==> src/spm_cfg.svh <==
// constants for the serial port protocol manager: offsets, codes, timing
`ifndef SPM_CFG_SVH
`define SPM_CFG_SVH
`define SPM_A_CTRL 8'h00
`define SPM_A_STAT 8'h04
`define SPM_A_MODE 8'h08
`define SPM_A_CPU 8'h0C
`define SPM_A_PORT 8'h10
`define SPM_A_SPTR 8'h14
`define SPM_RST_MODE 8'h33
`define SPM_RST_STN 16'h0001
`define SPM_RST_T3 8'h32
`define SPM_RST_TMO 2'h0
`define SPM_RST_RATE 4'h5
`define SPM_PROTO_OFF 3'h0
`define SPM_PROTO_PROG 3'h1
`define SPM_PROTO_RTU 3'h3
`define SPM_PROTO_SIO 3'h5
`define SPM_PROTO_STNMGR 3'h6
`define SPM_TMO_NONE 2'h3
`define SPM_CMD_SETUP 16'hFFF0
`define SPM_MODE_SLAVE 16'h0000
`define SPM_LEN_OLD 16'h0010
`define SPM_LEN_NEW 16'h0012
`define SPM_MEM_REG 16'h0008
`define SPM_ST_OK 16'h0001
`define SPM_MAJ_LOCAL 8'h0C
`define SPM_MIN_WAIT 8'h01
`define SPM_MIN_UNSUP 8'h02
`define SPM_MIN_MEMTYPE 8'h06
`define SPM_MIN_SHORT 8'h0C
`define SPM_MIN_INVAL 8'h0E
`define SPM_PROG_RATE_LO 16'h0004
`define SPM_PROG_RATE_HI 16'h0007
`define SPM_RTU_RATE_LO 16'h0002
`define SPM_RTU_RATE_HI 16'h0008
`define SPM_STN_LO 16'h0001
`define SPM_STN_HI 16'h00F7
`define SPM_W_LEN 5'h00
`define SPM_W_WAIT 5'h01
`define SPM_W_MEMT 5'h02
`define SPM_W_SOFF 5'h03
`define SPM_W_CMD 5'h06
`define SPM_W_PROTO 5'h07
`define SPM_W_MODE 5'h08
`define SPM_W_RATE 5'h09
`define SPM_W_PAR 5'h0A
`define SPM_W_FLOW 5'h0B
`define SPM_W_TURN 5'h0C
`define SPM_W_TMO 5'h0D
`define SPM_W_BITS 5'h0E
`define SPM_W_STOP 5'h0F
`define SPM_W_DUP 5'h11
`define SPM_W_ID0 5'h12
`define SPM_W_ID3 5'h15
`define SPM_W_RXTX 5'h16
`define SPM_W_RTS 5'h17
`define SPM_TICK_MS 10
`define SPM_CLK_KHZ 200000
`define SPM_CONNECT_S 12
`endif

==> src/spm_pkg.sv <==
// types shared by the serial port protocol manager
`default_nettype none
package spm_pkg;
  typedef struct packed {
    logic [2:0] proto;
    logic [3:0] rate;
    logic [1:0] parity;
    logic flow;
    logic [7:0] turn;
    logic [1:0] tmo;
    logic stop;
    logic duplex;
    logic [7:0] station;
    logic [63:0] ident;
    logic [7:0] rxtx;
    logic [7:0] rts;
  } spm_cfg_t;
  typedef enum logic [1:0] {SPM_D_IDLE, SPM_D_FETCH, SPM_D_EVAL} spm_dec_t;
  typedef enum logic [1:0] {SPM_P_RUN, SPM_P_WAIT, SPM_P_SESSION} spm_port_t;
endpackage
`default_nettype wire

==> src/spm_blk_mem.sv <==
// command block memory, 32 words of 16 bits, registered read
`default_nettype none
module spm_blk_mem (
  input wire logic clk,
  input wire logic we,
  input wire logic [4:0] addr,
  input wire logic [15:0] wdata,
  output logic [15:0] rdata
);
  logic [15:0] mem [0:31];

  always_ff @(posedge clk) begin
    if (we) begin
      mem[addr] <= wdata;
    end
    rdata <= mem[addr];
  end
endmodule
`default_nettype wire

==> src/spm_port_ctl.sv <==
// per-port protocol swap on programmer attach and detach
`default_nettype none
`include "spm_cfg.svh"
module spm_port_ctl (
  input wire logic clk,
  input wire logic rst,
  input wire logic tick,
  input wire logic install,
  input wire spm_pkg::spm_cfg_t new_cfg,
  input wire spm_pkg::spm_cfg_t cpu_cfg,
  input wire logic [7:0] t3_ticks,
  input wire logic prog_tmo_off,
  input wire logic prog_detect,
  input wire logic drop_ok,
  input wire logic prog_link_up,
  input wire logic prog_activity,
  output var spm_pkg::spm_cfg_t active_cfg,
  output logic pending,
  output logic in_session,
  output logic msg_enable,
  output logic link_lost
);
  localparam logic [10:0] CONN_TICKS =
    11'(`SPM_CONNECT_S * 1000 / `SPM_TICK_MS);
  spm_pkg::spm_port_t st, next_st;
  logic [10:0] cnt, next_cnt;
  spm_pkg::spm_cfg_t pend_cfg, rtu_cfg, chosen;
  spm_pkg::spm_cfg_t next_act, next_pend, next_rtu;
  logic next_pending, leave;
  wire accept = prog_detect && drop_ok &&
                active_cfg.proto == `SPM_PROTO_RTU;

  always_comb begin
    next_st = st;
    next_cnt = cnt;
    next_act = active_cfg;
    next_pend = pend_cfg;
    next_pending = pending;
    next_rtu = rtu_cfg;
    leave = 1'b0;
    chosen = install ? new_cfg : (pending ? pend_cfg : rtu_cfg);
    case (st)
      spm_pkg::SPM_P_RUN: begin
        if (install) begin
          next_act = new_cfg;
          if (new_cfg.proto == `SPM_PROTO_RTU) begin
            next_rtu = new_cfg;
          end
        end else if (accept) begin
          next_st = spm_pkg::SPM_P_WAIT;
          next_cnt = 11'h000;
          next_act = cpu_cfg;
        end
      end
      spm_pkg::SPM_P_WAIT: begin
        if (prog_link_up) begin
          next_st = spm_pkg::SPM_P_SESSION;
          next_cnt = 11'h000;
        end else if (tick) begin
          if (cnt == CONN_TICKS - 11'h001) begin
            leave = 1'b1;
          end else begin
            next_cnt = cnt + 11'h001;
          end
        end
      end
      spm_pkg::SPM_P_SESSION: begin
        // silence counted in ticks; with timeouts off removal goes unseen
        if (prog_activity) begin
          next_cnt = 11'h000;
        end else if (tick && !prog_tmo_off) begin
          if (cnt + 11'h001 >= {3'h0, t3_ticks}) begin
            leave = 1'b1;
          end else begin
            next_cnt = cnt + 11'h001;
          end
        end
      end
      default: begin
        next_st = spm_pkg::SPM_P_RUN;
      end
    endcase
    if (st != spm_pkg::SPM_P_RUN && install) begin
      next_pend = new_cfg;
      next_pending = 1'b1;
    end
    if (leave) begin
      next_st = spm_pkg::SPM_P_RUN;
      next_pending = 1'b0;
      next_act = chosen;
      if (chosen.proto == `SPM_PROTO_RTU) begin
        next_rtu = chosen;
      end
    end
  end

  always_ff @(posedge clk or posedge rst) begin
    if (rst) begin
      st <= spm_pkg::SPM_P_RUN;
      cnt <= 11'h000;
      active_cfg <= '{proto: `SPM_PROTO_RTU, rate: `SPM_RST_RATE,
                      default: '0};
      rtu_cfg <= '{proto: `SPM_PROTO_RTU, rate: `SPM_RST_RATE,
                   default: '0};
      pend_cfg <= '0;
      pending <= 1'b0;
      in_session <= 1'b0;
      msg_enable <= 1'b1;
      link_lost <= 1'b0;
    end else begin
      st <= next_st;
      cnt <= next_cnt;
      active_cfg <= next_act;
      rtu_cfg <= next_rtu;
      pend_cfg <= next_pend;
      pending <= next_pending;
      in_session <= next_st != spm_pkg::SPM_P_RUN;
      msg_enable <= !(next_st == spm_pkg::SPM_P_SESSION &&
                      next_cnt != 11'h000);
      link_lost <= leave && st == spm_pkg::SPM_P_WAIT;
    end
  end
endmodule
`default_nettype wire

==> src/spm_port_manager.sv <==
// APB port manager: mode check, setup block decoder, two port controllers
// Function
// - reject mode pairs leaving no programmer port
// - reject console port 1 with unusable port 2
// - multidrop id must equal controller station id
// - recognised programmer replaces terminal slave protocol
// - session uses controller-wide station and timing settings
// - no link within 12 s means lost programmer
// - reject commands unsupported by programming slave
// - new protocol during session held pending
// - port silent until link-loss timeout expires
// - removal seen only as programming slave timeout
// - after disconnect install pending else terminal slave
// - FFF0 is setup, protocol 1, slave mode 0
// - programming rates 4..7, parity codes 0..2
// - turnaround codes 0..3, flow control 1 only
// - timeout 0..3, 8-bit chars, stop 0/1
// - identifier words 18..21, earlier char low byte
// - terminal flow 0 hardware, 1 none
// - duplex 0/1, station address 1..247
// - delays 0..255 in 10 ms units
// - status 1 success, else minor high major low
// - bad rate gives major 12 minor 2
//
// Decided for this implementation: the register offsets and the APB register port.
`default_nettype none
`include "spm_cfg.svh"
module spm_port_manager #(
  parameter int TICK_CYCLES = `SPM_TICK_MS * `SPM_CLK_KHZ
) (
  input wire logic clk,
  input wire logic rst,
  input wire logic psel,
  input wire logic penable,
  input wire logic pwrite,
  input wire logic [7:0] paddr,
  input wire logic [31:0] pwdata,
  output logic [31:0] prdata,
  output logic pready,
  output logic pslverr,
  input wire logic [1:0] prog_detect,
  input wire logic [1:0] prog_multidrop,
  input wire logic [31:0] prog_drop_id,
  input wire logic [1:0] prog_link_up,
  input wire logic [1:0] prog_activity,
  output logic [5:0] port_proto,
  output logic [1:0] port_session,
  output logic [1:0] port_pending,
  output logic [1:0] port_msg_enable
);
  // apb bookkeeping
  logic [31:0] rd_mux;
  logic bus_err;
  wire acc = psel && penable;
  wire fire = acc && pready;
  wire wr = fire && pwrite && !pslverr;
  wire mem_sel = paddr[7];
  wire [4:0] mem_idx = paddr[6:2];

  // software-visible state
  logic busy;
  logic dec_port;
  logic [15:0] stat_word;
  logic [15:0] sptr;
  logic cfg_rej;
  logic [1:0] loss;
  logic [7:0] mode_reg;
  logic [15:0] cpu_stn;
  logic [7:0] t3_ticks;
  logic [1:0] cpu_tmo;

  // decoder
  spm_pkg::spm_dec_t dst;
  logic [4:0] idx;
  logic len_new;
  spm_pkg::spm_cfg_t bcfg, next_cfg;
  logic [7:0] w_err;
  logic [15:0] mem_rdata;
  logic [1:0] inst;
  logic inst_mode;

  // tick and ports
  logic [31:0] tick_cnt;
  logic tick;
  spm_pkg::spm_cfg_t act_cfg [2];
  spm_pkg::spm_cfg_t inst_cfg [2];
  spm_pkg::spm_cfg_t cpu_cfg;
  logic [1:0] drop_ok;
  logic [1:0] lost;
  logic [1:0] use_cpu;

  wire hit_ctrl = paddr == `SPM_A_CTRL;
  wire hit_stat = paddr == `SPM_A_STAT;
  wire hit_mode = paddr == `SPM_A_MODE;
  wire hit_cpu = paddr == `SPM_A_CPU;
  wire hit_port = paddr == `SPM_A_PORT;
  wire hit_sptr = paddr == `SPM_A_SPTR;
  wire hit_reg = hit_ctrl || hit_stat || hit_mode || hit_cpu ||
                 hit_port || hit_sptr;
  // the decoder owns the block memory while it runs
  assign bus_err = mem_sel ? (busy || paddr[1:0] != 2'h0) :
                   (!hit_reg || (hit_ctrl && busy && pwrite));

  // port-mode pair check on a configuration store
  wire [2:0] nm1 = pwdata[2:0];
  wire [2:0] nm2 = pwdata[6:4];
  wire un1 = nm1 == `SPM_PROTO_OFF ||
             (nm1 == `SPM_PROTO_SIO && pwdata[3]);
  wire un2 = nm2 == `SPM_PROTO_OFF ||
             (nm2 == `SPM_PROTO_SIO && pwdata[7]);
  wire known1 = nm1 == `SPM_PROTO_OFF || nm1 == `SPM_PROTO_PROG ||
                nm1 == `SPM_PROTO_RTU || nm1 == `SPM_PROTO_SIO ||
                nm1 == `SPM_PROTO_STNMGR;
  wire known2 = nm2 == `SPM_PROTO_OFF || nm2 == `SPM_PROTO_PROG ||
                nm2 == `SPM_PROTO_RTU || nm2 == `SPM_PROTO_SIO;
  wire pair_bad = (un1 && un2) ||
                  (nm1 == `SPM_PROTO_STNMGR && un2) ||
                  !known1 || !known2;
  wire mode_wr = wr && !mem_sel && hit_mode;
  wire mode_ok = mode_wr && !pair_bad && !busy;
  wire go = wr && !mem_sel && hit_ctrl && pwdata[0];

  assign cpu_cfg = '{proto: `SPM_PROTO_PROG, rate: `SPM_RST_RATE,
                     station: cpu_stn[7:0], tmo: cpu_tmo,
                     ident: {48'h0, cpu_stn}, default: '0};

  always_comb begin
    case (1'b1)
      mem_sel: rd_mux = {16'h0000, mem_rdata};
      hit_ctrl: rd_mux = {30'h0, dec_port, 1'b0};
      hit_stat: rd_mux = {12'h000, loss, cfg_rej, busy, stat_word};
      hit_mode: rd_mux = {24'h000000, mode_reg};
      hit_cpu: rd_mux = {6'h00, cpu_tmo, t3_ticks, cpu_stn};
      hit_port: rd_mux = {16'h0000,
                          1'b0, port_msg_enable[1], use_cpu[1],
                          port_session[1], port_pending[1],
                          port_proto[5:3],
                          1'b0, port_msg_enable[0], use_cpu[0],
                          port_session[0], port_pending[0],
                          port_proto[2:0]};
      hit_sptr: rd_mux = {16'h0000, sptr};
      default: rd_mux = 32'h00000000;
    endcase
  end

  spm_blk_mem u_mem (
    .clk(clk),
    .we(wr && mem_sel),
    .addr(busy ? idx : mem_idx),
    .wdata(pwdata[15:0]),
    .rdata(mem_rdata)
  );

  // one wait state on every access: lets block memory reads settle
  always_ff @(posedge clk or posedge rst) begin
    if (rst) begin
      pready <= 1'b0;
      pslverr <= 1'b0;
      prdata <= 32'h00000000;
    end else begin
      pready <= acc && !pready;
      pslverr <= acc && !pready && bus_err;
      if (acc && !pready) begin
        prdata <= (pwrite || bus_err) ? 32'h00000000 : rd_mux;
      end
    end
  end

  always_ff @(posedge clk or posedge rst) begin
    if (rst) begin
      mode_reg <= `SPM_RST_MODE;
      cpu_stn <= `SPM_RST_STN;
      t3_ticks <= `SPM_RST_T3;
      cpu_tmo <= `SPM_RST_TMO;
      cfg_rej <= 1'b0;
      loss <= 2'h0;
    end else begin
      if (mode_ok) begin
        mode_reg <= pwdata[7:0];
      end
      if (wr && !mem_sel && hit_cpu) begin
        cpu_stn <= pwdata[15:0];
        t3_ticks <= pwdata[23:16];
        cpu_tmo <= pwdata[25:24];
      end
      // set wins over write-one-to-clear
      cfg_rej <= (mode_wr && (pair_bad || busy)) ||
                 (cfg_rej && !(wr && hit_stat && pwdata[17]));
      loss <= lost | (loss & ~({2{wr && hit_stat}} & pwdata[19:18]));
    end
  end

  // per-word checks of the setup block
  always_comb begin
    next_cfg = bcfg;
    w_err = 8'h00;
    case (idx)
      `SPM_W_LEN: begin
        if (mem_rdata < `SPM_LEN_OLD) begin
          w_err = `SPM_MIN_SHORT;
        end else if (mem_rdata != `SPM_LEN_OLD &&
                     mem_rdata != `SPM_LEN_NEW) begin
          w_err = `SPM_MIN_INVAL;
        end
      end
      `SPM_W_WAIT: if (mem_rdata != 16'h0000) w_err = `SPM_MIN_WAIT;
      `SPM_W_MEMT: if (mem_rdata != `SPM_MEM_REG) w_err = `SPM_MIN_MEMTYPE;
      `SPM_W_CMD: if (mem_rdata != `SPM_CMD_SETUP) w_err = `SPM_MIN_UNSUP;
      `SPM_W_PROTO: begin
        if (mem_rdata == {13'h0, `SPM_PROTO_PROG} ||
            mem_rdata == {13'h0, `SPM_PROTO_RTU}) begin
          next_cfg.proto = mem_rdata[2:0];
        end else begin
          w_err = `SPM_MIN_INVAL;
        end
      end
      `SPM_W_MODE: if (mem_rdata != `SPM_MODE_SLAVE) w_err = `SPM_MIN_INVAL;
      `SPM_W_RATE: begin
        if (bcfg.proto == `SPM_PROTO_PROG ?
            (mem_rdata >= `SPM_PROG_RATE_LO &&
             mem_rdata <= `SPM_PROG_RATE_HI) :
            (mem_rdata >= `SPM_RTU_RATE_LO &&
             mem_rdata <= `SPM_RTU_RATE_HI)) begin
          next_cfg.rate = mem_rdata[3:0];
        end else begin
          w_err = `SPM_MIN_UNSUP;
        end
      end
      `SPM_W_PAR: begin
        if (mem_rdata > 16'h0002) w_err = `SPM_MIN_INVAL;
        next_cfg.parity = mem_rdata[1:0];
      end
      `SPM_W_FLOW: begin
        if (bcfg.proto == `SPM_PROTO_PROG ? mem_rdata != 16'h0001 :
            mem_rdata > 16'h0001) w_err = `SPM_MIN_INVAL;
        next_cfg.flow = mem_rdata[0];
      end
      `SPM_W_TURN: begin
        if (mem_rdata > (bcfg.proto == `SPM_PROTO_PROG ? 16'h0003 :
            16'h00FF)) w_err = `SPM_MIN_INVAL;
        next_cfg.turn = mem_rdata[7:0];
      end
      `SPM_W_TMO: begin
        if (bcfg.proto == `SPM_PROTO_PROG) begin
          if (mem_rdata > 16'h0003) w_err = `SPM_MIN_INVAL;
          next_cfg.tmo = mem_rdata[1:0];
        end
      end
      `SPM_W_BITS: begin
        if (bcfg.proto == `SPM_PROTO_PROG && mem_rdata != 16'h0001) begin
          w_err = `SPM_MIN_INVAL;
        end
      end
      `SPM_W_STOP: begin
        if (bcfg.proto == `SPM_PROTO_PROG) begin
          if (mem_rdata > 16'h0001) w_err = `SPM_MIN_INVAL;
          next_cfg.stop = mem_rdata[0];
        end
      end
      `SPM_W_DUP: begin
        if (bcfg.proto == `SPM_PROTO_RTU) begin
          if (mem_rdata > 16'h0001) w_err = `SPM_MIN_INVAL;
          next_cfg.duplex = mem_rdata[0];
        end
      end
      `SPM_W_RXTX: begin
        if (bcfg.proto == `SPM_PROTO_RTU) begin
          if (mem_rdata > 16'h00FF) w_err = `SPM_MIN_INVAL;
          next_cfg.rxtx = mem_rdata[7:0];
        end
      end
      `SPM_W_RTS: begin
        if (bcfg.proto == `SPM_PROTO_RTU) begin
          if (mem_rdata > 16'h00FF) w_err = `SPM_MIN_INVAL;
          next_cfg.rts = mem_rdata[7:0];
        end
      end
      default: begin
        if (idx >= `SPM_W_ID0 && idx <= `SPM_W_ID3) begin
          if (bcfg.proto == `SPM_PROTO_PROG) begin
            next_cfg.ident[{idx[1:0] - 2'h2, 4'h0} +: 16] = mem_rdata;
          end else if (idx == `SPM_W_ID0) begin
            if (mem_rdata < `SPM_STN_LO || mem_rdata > `SPM_STN_HI) begin
              w_err = `SPM_MIN_INVAL;
            end
            next_cfg.station = mem_rdata[7:0];
          end
        end
      end
    endcase
  end

  wire [4:0] last_idx = len_new ? `SPM_W_RTS : `SPM_W_ID3;
  wire eval_end = dst == spm_pkg::SPM_D_EVAL &&
                  (w_err != 8'h00 || idx == last_idx);

  always_ff @(posedge clk or posedge rst) begin
    if (rst) begin
      dst <= spm_pkg::SPM_D_IDLE;
      busy <= 1'b0;
      dec_port <= 1'b0;
      idx <= 5'h00;
      len_new <= 1'b0;
      bcfg <= '0;
      stat_word <= 16'h0000;
      sptr <= 16'h0000;
    end else begin
      case (dst)
        spm_pkg::SPM_D_IDLE: begin
          if (go) begin
            dst <= spm_pkg::SPM_D_FETCH;
            busy <= 1'b1;
            dec_port <= pwdata[1];
            idx <= 5'h00;
            bcfg <= '0;
          end
        end
        spm_pkg::SPM_D_FETCH: dst <= spm_pkg::SPM_D_EVAL;
        spm_pkg::SPM_D_EVAL: begin
          bcfg <= next_cfg;
          if (idx == `SPM_W_LEN) len_new <= mem_rdata == `SPM_LEN_NEW;
          if (idx == `SPM_W_SOFF) sptr <= mem_rdata;
          if (eval_end) begin
            dst <= spm_pkg::SPM_D_IDLE;
            busy <= 1'b0;
            // active configuration only changes on a clean block
            stat_word <= w_err != 8'h00 ? {w_err, `SPM_MAJ_LOCAL} :
                         `SPM_ST_OK;
          end else begin
            dst <= spm_pkg::SPM_D_FETCH;
            idx <= idx + 5'h01;
          end
        end
        default: dst <= spm_pkg::SPM_D_IDLE;
      endcase
    end
  end

  // install strobes: block result or a configuration store
  always_ff @(posedge clk or posedge rst) begin
    if (rst) begin
      inst <= 2'h0;
      inst_mode <= 1'b0;
    end else begin
      inst[0] <= mode_ok || (eval_end && w_err == 8'h00 && !dec_port);
      inst[1] <= mode_ok || (eval_end && w_err == 8'h00 && dec_port);
      inst_mode <= mode_ok;
    end
  end

  always_ff @(posedge clk or posedge rst) begin
    if (rst) begin
      tick_cnt <= 32'h00000000;
      tick <= 1'b0;
    end else begin
      tick <= tick_cnt == 32'(TICK_CYCLES - 1);
      tick_cnt <= tick_cnt == 32'(TICK_CYCLES - 1) ? 32'h00000000 :
                  tick_cnt + 32'h00000001;
    end
  end

  for (genvar p = 0; p < 2; p++) begin : g_port
    assign drop_ok[p] = !prog_multidrop[p] ||
                        prog_drop_id[p*16 +: 16] == cpu_stn;
    assign inst_cfg[p] = inst_mode ?
      '{proto: mode_reg[p*4 +: 3], rate: `SPM_RST_RATE, default: '0} :
      bcfg;
    assign port_proto[p*3 +: 3] = act_cfg[p].proto;
    spm_port_ctl u_port (
      .clk(clk),
      .rst(rst),
      .tick(tick),
      .install(inst[p]),
      .new_cfg(inst_cfg[p]),
      .cpu_cfg(cpu_cfg),
      .t3_ticks(t3_ticks),
      .prog_tmo_off(cpu_tmo == `SPM_TMO_NONE),
      .prog_detect(prog_detect[p]),
      .drop_ok(drop_ok[p]),
      .prog_link_up(prog_link_up[p]),
      .prog_activity(prog_activity[p]),
      .active_cfg(act_cfg[p]),
      .pending(port_pending[p]),
      .in_session(port_session[p]),
      .msg_enable(port_msg_enable[p]),
      .link_lost(lost[p])
    );
    assign use_cpu[p] = port_session[p];
  end
endmodule
`default_nettype wire

==> config.mk <==
export PLATFORM = sky130hd
export DESIGN_NAME = spm_port_manager
export DESIGN_NICKNAME = d
export VERILOG_FILES = /design/src/spm_pkg.sv /design/src/spm_blk_mem.sv /design/src/spm_port_ctl.sv /design/src/spm_port_manager.sv
export VERILOG_INCLUDE_DIRS = /design/src /design/src/src
export SDC_FILE = /design/constraint.sdc
export NUM_CORES = 1
export LEC_CHECK = 0
export BUFFER_PORTS_ARGS = -buffer_cell sky130_fd_sc_hd__clkbuf_2
export CAP_MARGIN = 20
export CELL_PAD_IN_SITES_DETAIL_PLACEMENT = 1
export CELL_PAD_IN_SITES_GLOBAL_PLACEMENT = 2
export CORE_ASPECT_RATIO = 1.2
export CORE_UTILIZATION = 51
export CTS_BUF_LIST = sky130_fd_sc_hd__clkbuf_8
export CTS_CLUSTER_DIAMETER = 50
export CTS_CLUSTER_SIZE = 20
export DETAILED_ROUTE_END_ITERATION = 7
export PLACE_DENSITY_LB_ADDON = 0.25
export SETUP_SLACK_MARGIN = 0.5
export SLEW_MARGIN = 0
export SYNTH_ARGS = -nofsm -noshare
export SYNTH_HDL_FRONTEND = slang
export SYNTH_SLANG_ARGS = --single-unit
==> constraint.sdc <==
create_clock -name clk -period 10.8 [get_ports clk]
set_clock_uncertainty 0.1 [all_clocks]
set_input_delay 1.62 -clock clk [delete_from_list [all_inputs] [get_ports clk]]
set_output_delay 1.62 -clock clk [all_outputs]
set_load 0.005 [all_outputs]
==> results_tabular.tex, run 1 <==
\begin{tabular}{lr}
\hline
Metric & Value \\
\hline
\multicolumn{2}{l}{\textbf{Synthesis}} \\
Xor and xnor fraction of the mapped netlist area & 0.0225 \\
Complex-gate fraction of the synthesized area & 0.0748 \\
Number of storage elements in the synthesis netlist & 716 \\
Total of warnings raised by yosys & 0 \\
Multiplexer area fraction after synthesis & 0.122 \\
Basic-gate share of the synthesized area counting and, or, nand and nor cells & 0.0826 \\
Combinational family with the most area after synthesis & multiplexers \\
Average instance area after synthesis & between 15 and 20 um\^{}2 \\
Count of mapped cells out of synthesis & around 2.0k \\
Sequential area share after synthesis & 0.663 \\
Synth async-reset ratio & 0.263 \\
EDFF count, synth & 512 \\
Synth Flop Type & edfxtp\_1 \\
Distinct cell type count after synthesis & 85 \\
Area of the mapped netlist & 30800 um\^{}2 \\
Fraction of the mapped netlist area in adder cells & 0.0138 \\
\multicolumn{2}{l}{\textbf{Routing}} \\
Initial DRT Pass Iterations & 6 \\
Via density per instance & $\sim$6.2 \\
Number of remaining DRC errors & 0 \\
Mean routed wirelength per cell & 27.4 um \\
Number of nets with antenna violations after routing & 0 \\
Iteration-0 DRC Markers & 1742 \\
Total via count in the routed design & 18.7k \\
Routed wire length & 83000 um \\
\multicolumn{2}{l}{\textbf{Placed design}} \\
Routability cong. & 0.881 \\
Number of buffers added on ports & approximately 120 \\
HPWL after DPL & 56900 um \\
\multicolumn{2}{l}{\textbf{Run}} \\
Number of violations of the max-capacitance limit & 0 \\
\multicolumn{2}{l}{\textbf{Critical path}} \\
Max FO, Critical Path & around 110 \\
Crit start category & primary input \\
Worst EP arrival & a little over 5 ns \\
Required time at the endpoint of the critical path & about 11 ns \\
CP Cell Sequence & clkbuf\_2 -> buf\_4 -> mux2i\_4 -> buf\_4 -> buf\_12 -> nand4\_1 -> nor2\_1 -> buf\_4 \\
Worst setup path category & primary input to flip-flop \\
Worst path max stage delay & $\sim$0.84 ns \\
Cell seen most often among critical-path stages & buf\_4 \\
Slowest library cell on the worst path & nor2\_1 \\
Type of destination of the critical path & flip-flop \\
\multicolumn{2}{l}{\textbf{Power}} \\
Net Sw Power & 1.24 mW \\
Leakage component of the power & 12.5 nW \\
Share of power burned in registers & 0.595 \\
Max rail drop VDD & between 0.1 and 0.15 mV \\
Int Pwr & 3.77 mW \\
Power density over the cells & 148 nW/um\^{}2 \\
Switching part of the total & 0.247 \\
Gate power share & 0.049 \\
Power after layout & 5.01 mW \\
Clock power frac & 0.356 \\
\multicolumn{2}{l}{\textbf{Clocking}} \\
Post-CTS setup buffer count & 0 \\
Clk sinks & 716 \\
Hold bufs inserted after CTS & 0 \\
Number of gates resized after cts & 0 \\
Count of H-tree levels built during CTS & 3 \\
Clock root buffer & clkbuf\_8 \\
Clock transition at the registers of the reported paths & 0.10 ns \\
Num CTS Buffers & 67 \\
CTS tree & done \\
Longest Clk Path Bufs & 3 \\
Clock Latency Late Sink & 0.70 ns \\
\multicolumn{2}{l}{\textbf{Layout}} \\
Area of combinational cells with multiple inputs & 9780 um\^{}2 \\
Commonest non-fill, non-tap cell in the layout & edfxtp\_1 \\
Largest register by flop count & u\_mem.mem \\
Synth-to-layout area growth & 10.2\% \\
Registers with the most flip-flops & u\_mem.mem (512), tick\_cnt (32), prdata (26) \\
Number of nets in the finished design & $\sim$2.3k \\
Fill cell instance count of the final layout & 5667 \\
Max reg flops & 512 \\
Most used cells in the layout excluding fill and tap cells & edfxtp\_1, dfrtp\_1, mux4\_2, nor2\_1, clkbuf\_2 \\
Proportion of layout cells with a drive suffix above 1 & 0.233 \\
FF+latch area & between 20000 and 25000 um\^{}2 \\
\multicolumn{2}{l}{\textbf{Timing}} \\
Crit path time final & $\sim$4.8 ns \\
Top achievable clock speed & 0.209 GHz \\
Measured slew at the worst slew-check pin & 1.13 ns \\
Tightest slew margin relative to the limit & 0.239 \\
Final setup viols & 0 \\
Period Utilization, post-route & 0.443 \\
Number of max-slew violations in the final report & 0 \\
RSZ-0062 raised after global routing & false \\
Endpoints failing hold & 0 \\
Setup tns final & 0 ns \\
\multicolumn{2}{l}{\textbf{Floorplanning}} \\
Top-Level Pins & 131 \\
Die span in y & 271 um \\
Die Wd & 226 um \\
Initial core utilization & 0.517 \\
Row cnt & 98 \\
Area of the core region & 59600 um\^{}2 \\
Overall die area & 61400 um\^{}2 \\
\multicolumn{2}{l}{\textbf{Global routing}} \\
Number of global-route vias before repair & 19.8k \\
Fraction of met2 tracks used by global routing & 0.489 \\
Largest net degree at the start of global routing & 131 \\
Global routing met1 resource utilization & 0.340 \\
Aggregate global-route resource usage & 0.276 \\
Wire length of the first global-routing pass & 124000 um \\
Most Used Layer, Global Route & met2 \\
Met3 routing resource usage after global routing & 0.0374 \\
Global-route congestion overflow total & 0 \\
Initial antenna violation count & 5 \\
\multicolumn{2}{l}{\textbf{Outcome}} \\
Outcome & finished clean \\
\multicolumn{2}{l}{\textbf{Hold path}} \\
Type of the most critical hold path & flip-flop to flip-flop \\
\hline
\end{tabular}
-- synth_stat cells, drive strengths merged, types with 4 or more instances --
master	n	area share
o22ai	4	0.00081
and4	4	0.0012
nor2	122	0.015
mux2	53	0.019
or4	4	0.00097
dfxtp	16	0.010
o21ai	78	0.013
nand3	55	0.0089
nor2b	16	0.0032
a221oi	7	0.0020
nand2b	15	0.0030
edfxtp	512	0.50
inv	52	0.0063
clkbuf	67	0.0082
xor2	33	0.0094
a32oi	5	0.0014
nand4	40	0.0081
dfstp	18	0.015
mux2i	27	0.0088
a21boi	5	0.0012
dfrtp	170	0.14
nor4b	5	0.0014
a22oi	72	0.018
xnor2	46	0.013
o31ai	10	0.0028
nor3	22	0.0036
or3	8	0.0018
nand2	117	0.014
nand3b	5	0.0012
a21oi	59	0.0096
nor3b	5	0.0012
a2111oi	4	0.0017
a31oi	14	0.0028
ha	34	0.014
a22o	14	0.0040
o211ai	6	0.0016
a211oi	7	0.0017
or2	10	0.0020
a21o	13	0.0032
buf	39	0.0070
nor4	15	0.0045
and3	30	0.0061
mux4	128	0.094
and2	14	0.0028
-- power groups by stage --
stage / clock network [mW] / registers (mW) / logic (mW)
after detailed placement: 0 / 3.04 / 0.246
after floorplan: 0 / 3.03 / 0.139
after global routing: 1.91 / 2.98 / 0.264
after global placement: 0 / 3.04 / 0.239
after CTS: 1.84 / 2.98 / 0.247
final: 1.78 / 2.98 / 0.244
-- final cells by class --
cell class,count,share of cell area
antenna,3,0.000221
clock buffer,67,0.0272
clock inverter,53,0.0168
inverter,52,0.00597
multi-input combinational,1160,0.288
sequential,716,0.602
tap,800,0.0295
timing repair buffer,175,0.0307
-- cells by family after synthesis --
| family | after synthesis |
|---|---|
| buf+inv | 158 |
| flops | 716 |
| compound gates | 337 |
| fa+ha+maj | 34 |
| simple gates | 496 |
| other cells | 1 |
| mux | 208 |
| xor+xnor | 79 |
-- per-layer routing --
layer,routed length (um),part of all wire,up-vias
met5,11,0.00013,-
met2,43500,0.52,594
met3,4100,0.049,157
met1,32300,0.39,9838
li1,-,-,8153
met4,3040,0.037,2
-- worst max-delay path: cells and delay by family --
family                 cells  cell delay [ns]
muxes                      1             0.19
and+or+nand+nor            2             1.41
buffers and inverters      5             1.78
-- through the flow --
step | hold slack [ns] | area (um^2) | setup slack, ns | util | std cells
final | 0.339 | 33900 | 6.01 | 0.570 | 3026
after detailed placement | 0.317 | 32400 | 5.07 | 0.544 | 2902
after global placement | 0.318 | 32400 | 5.28 | 0.544 | 2902
after global routing | 0.356 | 33900 | 5.65 | 0.570 | 3026
after CTS | 0.340 | 33900 | 5.81 | 0.569 | 3022
after floorplan | 0.304 | 30800 | 4.00 | - | 2034
-- worst paths after layout --
kind | from | end | slack, ns | depth (start not counted)
min in group asynchronous | rst | g_port[1].u_port.cnt[9]$_DFF_PP0_ | 0.98 | 2
hold / removal | g_port[1].u_port.link_lost$_DFF_PP0_ | loss[1]$_DFF_PP0_ | 0.34 | 1
hold reg to reg | g_port[1].u_port.link_lost$_DFF_PP0_ | loss[1]$_DFF_PP0_ | 0.34 | 1
setup / recovery | paddr[2] | u_mem.mem[6][12]$_DFFE_PP_ | 6.01 | 8
max in group asynchronous | rst | g_port[0].u_port.cnt[8]$_DFF_PP0_ | 8.08 | 3
setup reg to reg | g_port[1].u_port.cnt[0]$_DFF_PP0_ | g_port[1].u_port.msg_enable$_DFF_PP1_ | 6.07 | 14
(Power assumes the default switching activity.)
==> run 2: changes to the inputs <==
Settings changed: CORE_UTILIZATION 51 to 43.
Clock period 10.8 ns to 4.4 ns, I/O delays scaled along.
==> run 2 against run 1 <==
Clock power rose to 2.8 times the previous value. Combinational power rose to 2.6 times the previous value. Flip-flop and latch count unchanged. Global-route usage down 3.2 points. Routed wire length up 5.0%. Sequential power up 150%. Utilization down 7.7 points. Total power rose to 2.6 times the previous value. Largest power group unchanged. Cell count up 6.2%. Worst hold slack worse by 0.25 ns. Sequential share of layout area down 1.8 points. Highest routed layer is now met4. First-iteration DRC count down 25%.
==> results_tabular.tex, run 2 (synthesis results as in run 1) <==
\begin{tabular}{lr}
\hline
Metric & Value \\
\hline
\multicolumn{2}{l}{\textbf{Outcome}} \\
Outcome & finished clean \\
\multicolumn{2}{l}{\textbf{Placed design}} \\
Routability cong. & 0.852 (-3.2\%) \\
Number of buffers added on ports & 118 (unchanged) \\
HPWL after DPL & 61200 um (+7.6\%) \\
\multicolumn{2}{l}{\textbf{Global routing}} \\
Largest net degree at the start of global routing & 105 (-20\%) \\
Wire length of the first global-routing pass & 130000 um (+4.7\%) \\
Most Used Layer, Global Route & met2 \\
Number of global-route vias before repair & 20.0k (+0.89\%) \\
Global-route congestion overflow total & 0 (unchanged) \\
Global routing met1 resource utilization & 0.304 (-0.0355) \\
Met3 routing resource usage after global routing & 0.0318 (-0.00568) \\
Initial antenna violation count & 1 (-4) \\
Fraction of met2 tracks used by global routing & 0.442 (-0.0466) \\
Aggregate global-route resource usage & 0.244 (-0.0324) \\
\multicolumn{2}{l}{\textbf{Layout}} \\
Number of nets in the finished design & 2344 (+2.3\%) \\
Registers with the most flip-flops & u\_mem.mem (512), tick\_cnt (32), prdata (26) \\
Synth-to-layout area growth & 13.6\% \\
Proportion of layout cells with a drive suffix above 1 & 0.272 (+0.0386) \\
Most used cells in the layout excluding fill and tap cells & edfxtp\_1, dfrtp\_1, mux4\_2, clkbuf\_2, nand2\_1 \\
Fill cell instance count of the final layout & 6946 (+23\%) \\
Commonest non-fill, non-tap cell in the layout & edfxtp\_1 \\
Max reg flops & 512 (unchanged) \\
Largest register by flop count & u\_mem.mem \\
\multicolumn{2}{l}{\textbf{Timing}} \\
Crit path time final & 3.84 ns \\
Tightest slew margin relative to the limit & 0.288 (+0.0496) \\
Final setup viols & 0 (unchanged) \\
RSZ-0062 raised after global routing & true \\
Period Utilization, post-route & 0.874 \\
Hold Slack & 0.0875 ns (-0.251 ns) \\
Measured slew at the worst slew-check pin & 1.07 ns (-0.0669 ns) \\
Endpoints failing hold & 0 (unchanged) \\
Number of max-slew violations in the final report & 0 (unchanged) \\
Setup tns final & 0 ns (unchanged) \\
Top achievable clock speed & 0.260 GHz \\
\multicolumn{2}{l}{\textbf{Clocking}} \\
Clock root buffer & clkbuf\_8 \\
CTS tree & done \\
Num CTS Buffers & 73 (+9.0\%) \\
Clk sinks & 716 (unchanged) \\
Count of H-tree levels built during CTS & 3 (unchanged) \\
Clock transition at the registers of the reported paths & 0.10 ns (about the same) \\
Longest Clk Path Bufs & 3 (unchanged) \\
Clock Latency Late Sink & 0.71 ns (about the same) \\
\multicolumn{2}{l}{\textbf{Floorplanning}} \\
Area of the core region & 71000 um\^{}2 (+19\%) \\
Top-Level Pins & 131 (unchanged) \\
Overall die area & 72700 um\^{}2 (+18\%) \\
Die Wd & 246 um (+8.8\%) \\
Row cnt & 107 (+9.2\%) \\
Die span in y & 295 um (+8.8\%) \\
Initial core utilization & 0.434 (-0.0828) \\
\multicolumn{2}{l}{\textbf{Critical path}} \\
R2r setup slk & 0.56 ns (-5.51 ns) \\
Reg2Reg Capture Point & g\_port[1].u\_port.msg\_enable\$\_DFF\_PP1\_ \\
Max FO, Critical Path & 7 (-93\%) \\
Worst EP arrival & 4.34 ns (-0.72 ns) \\
Worst setup path category & flip-flop to flip-flop \\
Crit start category & flip-flop \\
Depth of the worst register-to-register path & 16 (+2) \\
FF-to-FF Start & g\_port[1].u\_port.cnt[0]\$\_DFF\_PP0\_ \\
Type of destination of the critical path & flip-flop \\
Required time at the endpoint of the critical path & 4.90 ns (-6.17 ns) \\
\multicolumn{2}{l}{\textbf{Routing}} \\
Mean routed wirelength per cell & 27.1 um (-1.1\%) \\
Via density per instance & 5.83 (-5.9\%) \\
Number of nets with antenna violations after routing & 0 (unchanged) \\
Iteration-0 DRC Markers & 1315 (-25\%) \\
Initial DRT Pass Iterations & 7 (+1) \\
Routed wire length & 87200 um (+5.0\%) \\
Total via count in the routed design & 18.7k (-0.027\%) \\
Number of remaining DRC errors & 0 (unchanged) \\
\multicolumn{2}{l}{\textbf{Power}} \\
Power density over the cells & 369 nW/um\^{}2 (+150\%) \\
Max rail drop VDD & 0.517 mV (+260\%) \\
Leakage component of the power & 12.9 nW (+3.4\%) \\
\multicolumn{2}{l}{\textbf{Hold path}} \\
WHS Endpoint & t3\_ticks[5]\$\_DFFE\_PP1P\_ \\
Type of the most critical hold path & primary input to flip-flop \\
Worst hold stages & 3 (+2) \\
Hold path startpoint & pwdata[21] \\
\multicolumn{2}{l}{\textbf{Run}} \\
Number of violations of the max-capacitance limit & 0 (unchanged) \\
\hline
\end{tabular}
-- run 2: cell types whose count changed in the layout (fill, tap and decap cells not counted), moves of 4 or more --
cell,delta
clkinv_2,+5
dfrtp_1,-6
nor2_2,+16
nor2_1,-17
bufinv_16,+5
o31ai_1,-4
dfrtp_2,+6
o31ai_2,+4
buf_4,+39
clkinv_4,-4
inv_8,+5
clkbuf_8,+9
buf_12,+7
-- run 2: per-layer routing --
metal	share of wire	wire, um	vias to the layer above
li1	-	-	8278
met1	0.40	35100	9872
met5	0	0	-
met3	0.040	3500	119
met2	0.53	46600	470
met4	0.023	2050	0
-- run 2: timing repair --
action / in CTS / in global routing
setup buffers: 4 / 4
gates resized for setup: 15 / 17
setup endpoints to repair: 2 / 9
hold buffers: 1 / 0
endpoints found under the hold margin: 21 / 0
pin swaps: 1 / 8
cloned: 0 / 0
-- run 2: worst max-delay path by stage --
| stage | from | end | depth (start not counted) |
|---|---|---|---|
| 2_1_floorplan | paddr[3] | u_mem.mem[0][0]$_DFFE_PP_ | 7 |
| 3_3_place_gp | g_port[1].u_port.cnt[2]$_DFF_PP0_ | g_port[1].u_port.msg_enable$_DFF_PP1_ | 15 |
| 3_5_place_dp | g_port[0].u_port.cnt[0]$_DFF_PP0_ | g_port[0].u_port.msg_enable$_DFF_PP1_ | 14 |
| 4_1_cts | g_port[1].u_port.cnt[0]$_DFF_PP0_ | g_port[1].u_port.msg_enable$_DFF_PP1_ | 16 |
| 5_1_grt | g_port[1].u_port.cnt[0]$_DFF_PP0_ | g_port[1].u_port.msg_enable$_DFF_PP1_ | 16 |
| 6_report | g_port[1].u_port.cnt[0]$_DFF_PP0_ | g_port[1].u_port.msg_enable$_DFF_PP1_ | 16 |
-- run 2: layout make-up --
cell class / instances / area, um^2 / area share
sequential: 716 / 20400 / 0.584
tap: 926 / 1160 / 0.0331
timing repair buffer: 222 / 1490 / 0.0425
antenna: 2 / 5.00 / 0.000143
multi-input combinational: 1160 / 9940 / 0.284
inverter: 52 / 199 / 0.00569
clock buffer: 76 / 1050 / 0.0299
clock inverter: 60 / 722 / 0.0206
-- run 2: critical path: stages (launching register included) --
cell and delay (ns):
dfrtp_2 0.44, ha_1 0.22, and3_1 0.20, buf_4 0.16
xnor2_1 0.14, ha_1 0.19, a21o_1 0.15, a21o_1 0.19
a221oi_2 0.30, buf_4 0.18, nand4_1 0.19, o211a_1 0.29
a211o_1 0.31, a2111oi_4 0.19, buf_4 0.15, nand3b_1 0.12
o211ai_1 0.21
-- run 2: through the flow --
| step | util | cells | setup slack (ns) | total power, mW | area [um^2] |
|---|---|---|---|---|---|
| 4_1_cts | 0.491 | 3207 | 0.513 | 13.0 | 34900 |
| 2_1_floorplan | - | 2034 | 0.725 | 7.77 | 30800 |
| 5_1_grt | 0.493 | 3213 | 0.427 | 13.3 | 35000 |
| 6_report | 0.493 | 3214 | 0.555 | 12.9 | 35000 |
| 3_3_place_gp | 0.465 | 3066 | 0.151 | 8.09 | 33000 |
| 3_5_place_dp | 0.465 | 3066 | 0.109 | 8.11 | 33000 |
-- run 2: power by group --
part,internal [mW],leakage (nW),switching (mW)
Sequential,7.26,7.19,0.0622
Clock,2.26,0.884,2.69
Combinational,0.230,4.87,0.405
Total,9.75,12.9,3.15
==> run 3: changes to the inputs <==
Settings changed: ABC_AREA set to 1, CORE_UTILIZATION 43 to 30.
==> run 3 against run 2 <==
Synthesized cell count is 46% higher. Non-clock buffer count rose by 13. Total power is 1.4% higher. Sequential power barely moved.
==> results_tabular.tex, run 3 <==
\begin{tabular}{lr}
\hline
Metric & Value \\
\hline
\multicolumn{2}{l}{\textbf{Outcome}} \\
Outcome & finished clean \\
\multicolumn{2}{l}{\textbf{Timing}} \\
RSZ-0062 raised after global routing & true \\
Top achievable clock speed & 0.273 GHz (+4.9\%) \\
Final setup viols & 0 (unchanged) \\
Endpoints failing hold & 0 (unchanged) \\
Measured slew at the worst slew-check pin & 1.03 ns (-0.0337 ns) \\
Period Utilization, post-route & 0.833 (-0.0409) \\
Tightest slew margin relative to the limit & 0.309 (+0.0207) \\
Number of max-slew violations in the final report & 0 (unchanged) \\
Crit path time final & 3.66 ns (-0.180 ns) \\
Setup tns final & 0 ns (unchanged) \\
\multicolumn{2}{l}{\textbf{Synthesis}} \\
Total of warnings raised by yosys & 0 (unchanged) \\
Number of storage elements in the synthesis netlist & 716 (unchanged) \\
Sequential area share after synthesis & 0.642 (-0.0208) \\
Cell type with the highest aggregate area in the netlist & edfxtp\_1 \\
Distinct cell type count after synthesis & 61 (-28\%) \\
Synth async-reset ratio & 0.263 (unchanged) \\
Synth Flop Type & edfxtp\_1 \\
Area of the mapped netlist & 31800 um\^{}2 (+3.2\%) \\
Share of Yosys cell area claimed by the top area cell type & 0.483 (-0.0157) \\
Cell types occupying the most area after synthesis & edfxtp\_1, dfrtp\_1, nand2\_1 \\
Most common library cells after synthesis & nand2\_1, edfxtp\_1, inv\_1 \\
Most numerous cell in the Yosys netlist & nand2\_1 \\
Average instance area after synthesis & 10.7 um\^{}2 (-29\%) \\
EDFF count, synth & 512 (unchanged) \\
Count of mapped cells out of synthesis & 2962 (+46\%) \\
\multicolumn{2}{l}{\textbf{Placed design}} \\
DP Area & 34500 um\^{}2 (+4.5\%) \\
Number of buffers added on ports & 118 (unchanged) \\
Routability cong. & 0.859 (+0.75\%) \\
HPWL after DPL & 75000 um (+23\%) \\
Inst Count DP & 4456 (+45\%) \\
\multicolumn{2}{l}{\textbf{Global routing}} \\
Initial antenna violation count & 2 (+1) \\
Global-route congestion overflow total & 0 (unchanged) \\
Aggregate global-route resource usage & 0.196 (-0.0471) \\
Largest net degree at the start of global routing & 122 (+16\%) \\
Number of global-route vias before repair & 24.7k (+24\%) \\
Wire length of the first global-routing pass & 159000 um (+22\%) \\
\multicolumn{2}{l}{\textbf{Clocking}} \\
Clock Latency Late Sink & 0.72 ns (about the same) \\
Post-CTS setup buffer count & 0 (-4) \\
Count of H-tree levels built during CTS & 3 (unchanged) \\
Longest Clk Path Bufs & 3 (unchanged) \\
Clk sinks & 716 (unchanged) \\
Num CTS Buffers & 80 (+9.6\%) \\
CTS tree & done \\
Clock transition at the registers of the reported paths & 0.09 ns (about the same) \\
Clock root buffer & clkbuf\_8 \\
\multicolumn{2}{l}{\textbf{Layout}} \\
Number of nets in the finished design & 3276 (+40\%) \\
Layout Cells excl Fill & 4612 (+43\%) \\
Largest register by flop count & u\_mem.mem \\
Max reg flops & 512 (unchanged) \\
Registers with the most flip-flops & u\_mem.mem (512), tick\_cnt (32), prdata (26) \\
Fraction of the core area covered by cells at the end of the flow & 0.347 (-0.146) \\
Final standard cell area without fillers & 36400 um\^{}2 (+4.1\%) \\
Area of combinational cells with multiple inputs & 9630 um\^{}2 (-3.1\%) \\
Proportion of layout cells with a drive suffix above 1 & 0.147 (-0.125) \\
Commonest non-fill, non-tap cell in the layout & nand2\_1 \\
Fill cell instance count of the final layout & 11.7k (+69\%) \\
Synth-to-layout area growth & 14.6\% \\
Most used cells in the layout excluding fill and tap cells & nand2\_1, edfxtp\_1, inv\_1, a22oi\_1, nor2\_1 \\
FF+latch area & 20400 um\^{}2 (about the same) \\
\multicolumn{2}{l}{\textbf{Routing}} \\
Iteration-0 DRC Markers & 1486 (+13\%) \\
Routed wire length & 106000 um (+21\%) \\
Total via count in the routed design & 23.2k (+24\%) \\
Via density per instance & 5.03 (-14\%) \\
Mean routed wirelength per cell & 22.9 um (-16\%) \\
Number of nets with antenna violations after routing & 0 (unchanged) \\
Number of remaining DRC errors & 0 (unchanged) \\
Initial DRT Pass Iterations & 7 (unchanged) \\
\multicolumn{2}{l}{\textbf{Floorplanning}} \\
Die span in y & 359 um (+21\%) \\
Area of the core region & 105000 um\^{}2 (+48\%) \\
Die Wd & 299 um (+21\%) \\
Top-Level Pins & 131 (unchanged) \\
Initial core utilization & 0.303 (-0.131) \\
Row cnt & 130 (+21\%) \\
Overall die area & 107000 um\^{}2 (+48\%) \\
\multicolumn{2}{l}{\textbf{Hold path}} \\
Type of the most critical hold path & primary input to flip-flop \\
\multicolumn{2}{l}{\textbf{Critical path}} \\
Type of destination of the critical path & flip-flop \\
Max FO, Critical Path & 11 (+4) \\
Worst EP arrival & 4.21 ns (-0.13 ns) \\
Crit start category & flip-flop \\
Worst setup path category & flip-flop to flip-flop \\
Required time at the endpoint of the critical path & 4.95 ns (+0.05 ns) \\
\multicolumn{2}{l}{\textbf{Power}} \\
Power density over the cells & 359 nW/um\^{}2 (-2.6\%) \\
Leakage component of the power & 14.6 nW (+13\%) \\
Max rail drop VDD & 0.170 mV (-67\%) \\
\multicolumn{2}{l}{\textbf{Run}} \\
Number of violations of the max-capacitance limit & 0 (unchanged) \\
\hline
\end{tabular}
==> run 3: final cells by class <==
cell class	count	area share
antenna	2	0.000137
clock buffer	82	0.0310
clock inverter	67	0.0197
inverter	318	0.0331
multi-input combinational	1806	0.264
sequential	716	0.561
tap	1386	0.0476
timing repair buffer	235	0.0437
==> run 3: final timing paths <==
kind	startpoint	endpoint	slack [ns]	depth (start not counted)
max in group asynchronous	rst	g_port[1].u_port.cnt[7]$_DFF_PP0_	2.62	4
min in group asynchronous	rst	mode_reg[2]$_DFFE_PP0P_	0.43	3
hold / removal	pwdata[20]	t3_ticks[4]$_DFFE_PP1P_	0.08	3
setup reg to reg	g_port[0].u_port.cnt[2]$_DFF_PP0_	g_port[0].u_port.msg_enable$_DFF_PP1_	0.74	23
hold reg to reg	g_port[1].u_port.link_lost$_DFF_PP0_	loss[1]$_DFF_PP0_	0.35	2
setup / recovery	g_port[0].u_port.cnt[2]$_DFF_PP0_	g_port[0].u_port.msg_enable$_DFF_PP1_	0.74	23
==> run 3: power by group <==
part | internal [mW] | total [mW] | switching [mW]
Combinational | 0.183 | 0.690 | 0.507
Clock | 2.16 | 5.10 | 2.94
Sequential | 7.26 | 7.30 | 0.0412
Total | 9.60 | 13.1 | 3.49
==> run 3: what timing repair did <==
item	CTS	global route
resized for setup	0	2
setup endpoints to repair	0	2
hold buffers	3	0
endpoints found under the hold margin	11	0
==> run 3: critical path: stages (launching register included) <==
cell and delay (ns):
dfrtp_1 0.52, nand2_1 0.11, nor2_2 0.15, nand2_1 0.12, xor2_1 0.27, inv_1 0.13, ha_1 0.31, nand2_1 0.09
inv_1 0.06, a21oi_1 0.16, nand2_1 0.08, nand2_1 0.07, nand2_1 0.09, nor2_4 0.28, nand3_4 0.26, nand2_1 0.12
nand2_1 0.05, nand2_1 0.05, nand2_1 0.05, nand2_1 0.08, nand2_1 0.07, nor2_1 0.19, nand3_1 0.12, nand2_1 0.08
==> run 3: stage by stage <==
step | worst slack, ns | hold slack [ns] | power [mW]
2_1_floorplan | 1.23 | 0.309 | 7.75
3_3_place_gp | 0.665 | 0.338 | 8.13
3_5_place_dp | 0.667 | 0.345 | 8.15
4_1_cts | 0.632 | 0.00216 | 13.3
5_1_grt | 0.414 | 0.0415 | 13.5
6_report | 0.735 | 0.0758 | 13.1
==> run 3: logic make-up after synthesis <==
kind of cell / share of synthesized area
buf+inv: 0.0564
fa+ha+maj: 0.0134
simple gates: 0.151
other cells: 0.000118
compound gates: 0.126
flops: 0.642
xor+xnor: 0.00964
mux: 0.00177
==> run 3: metal layers <==
layer | up-vias | wire length, um | track usage
met5 | - | 0 | 0
met4 | 0 | 2160 | 0.0515
met3 | 121 | 3580 | 0.0201
met2 | 425 | 54900 | 0.361
met1 | 11900 | 45000 | 0.244
li1 | 10800 | - | -
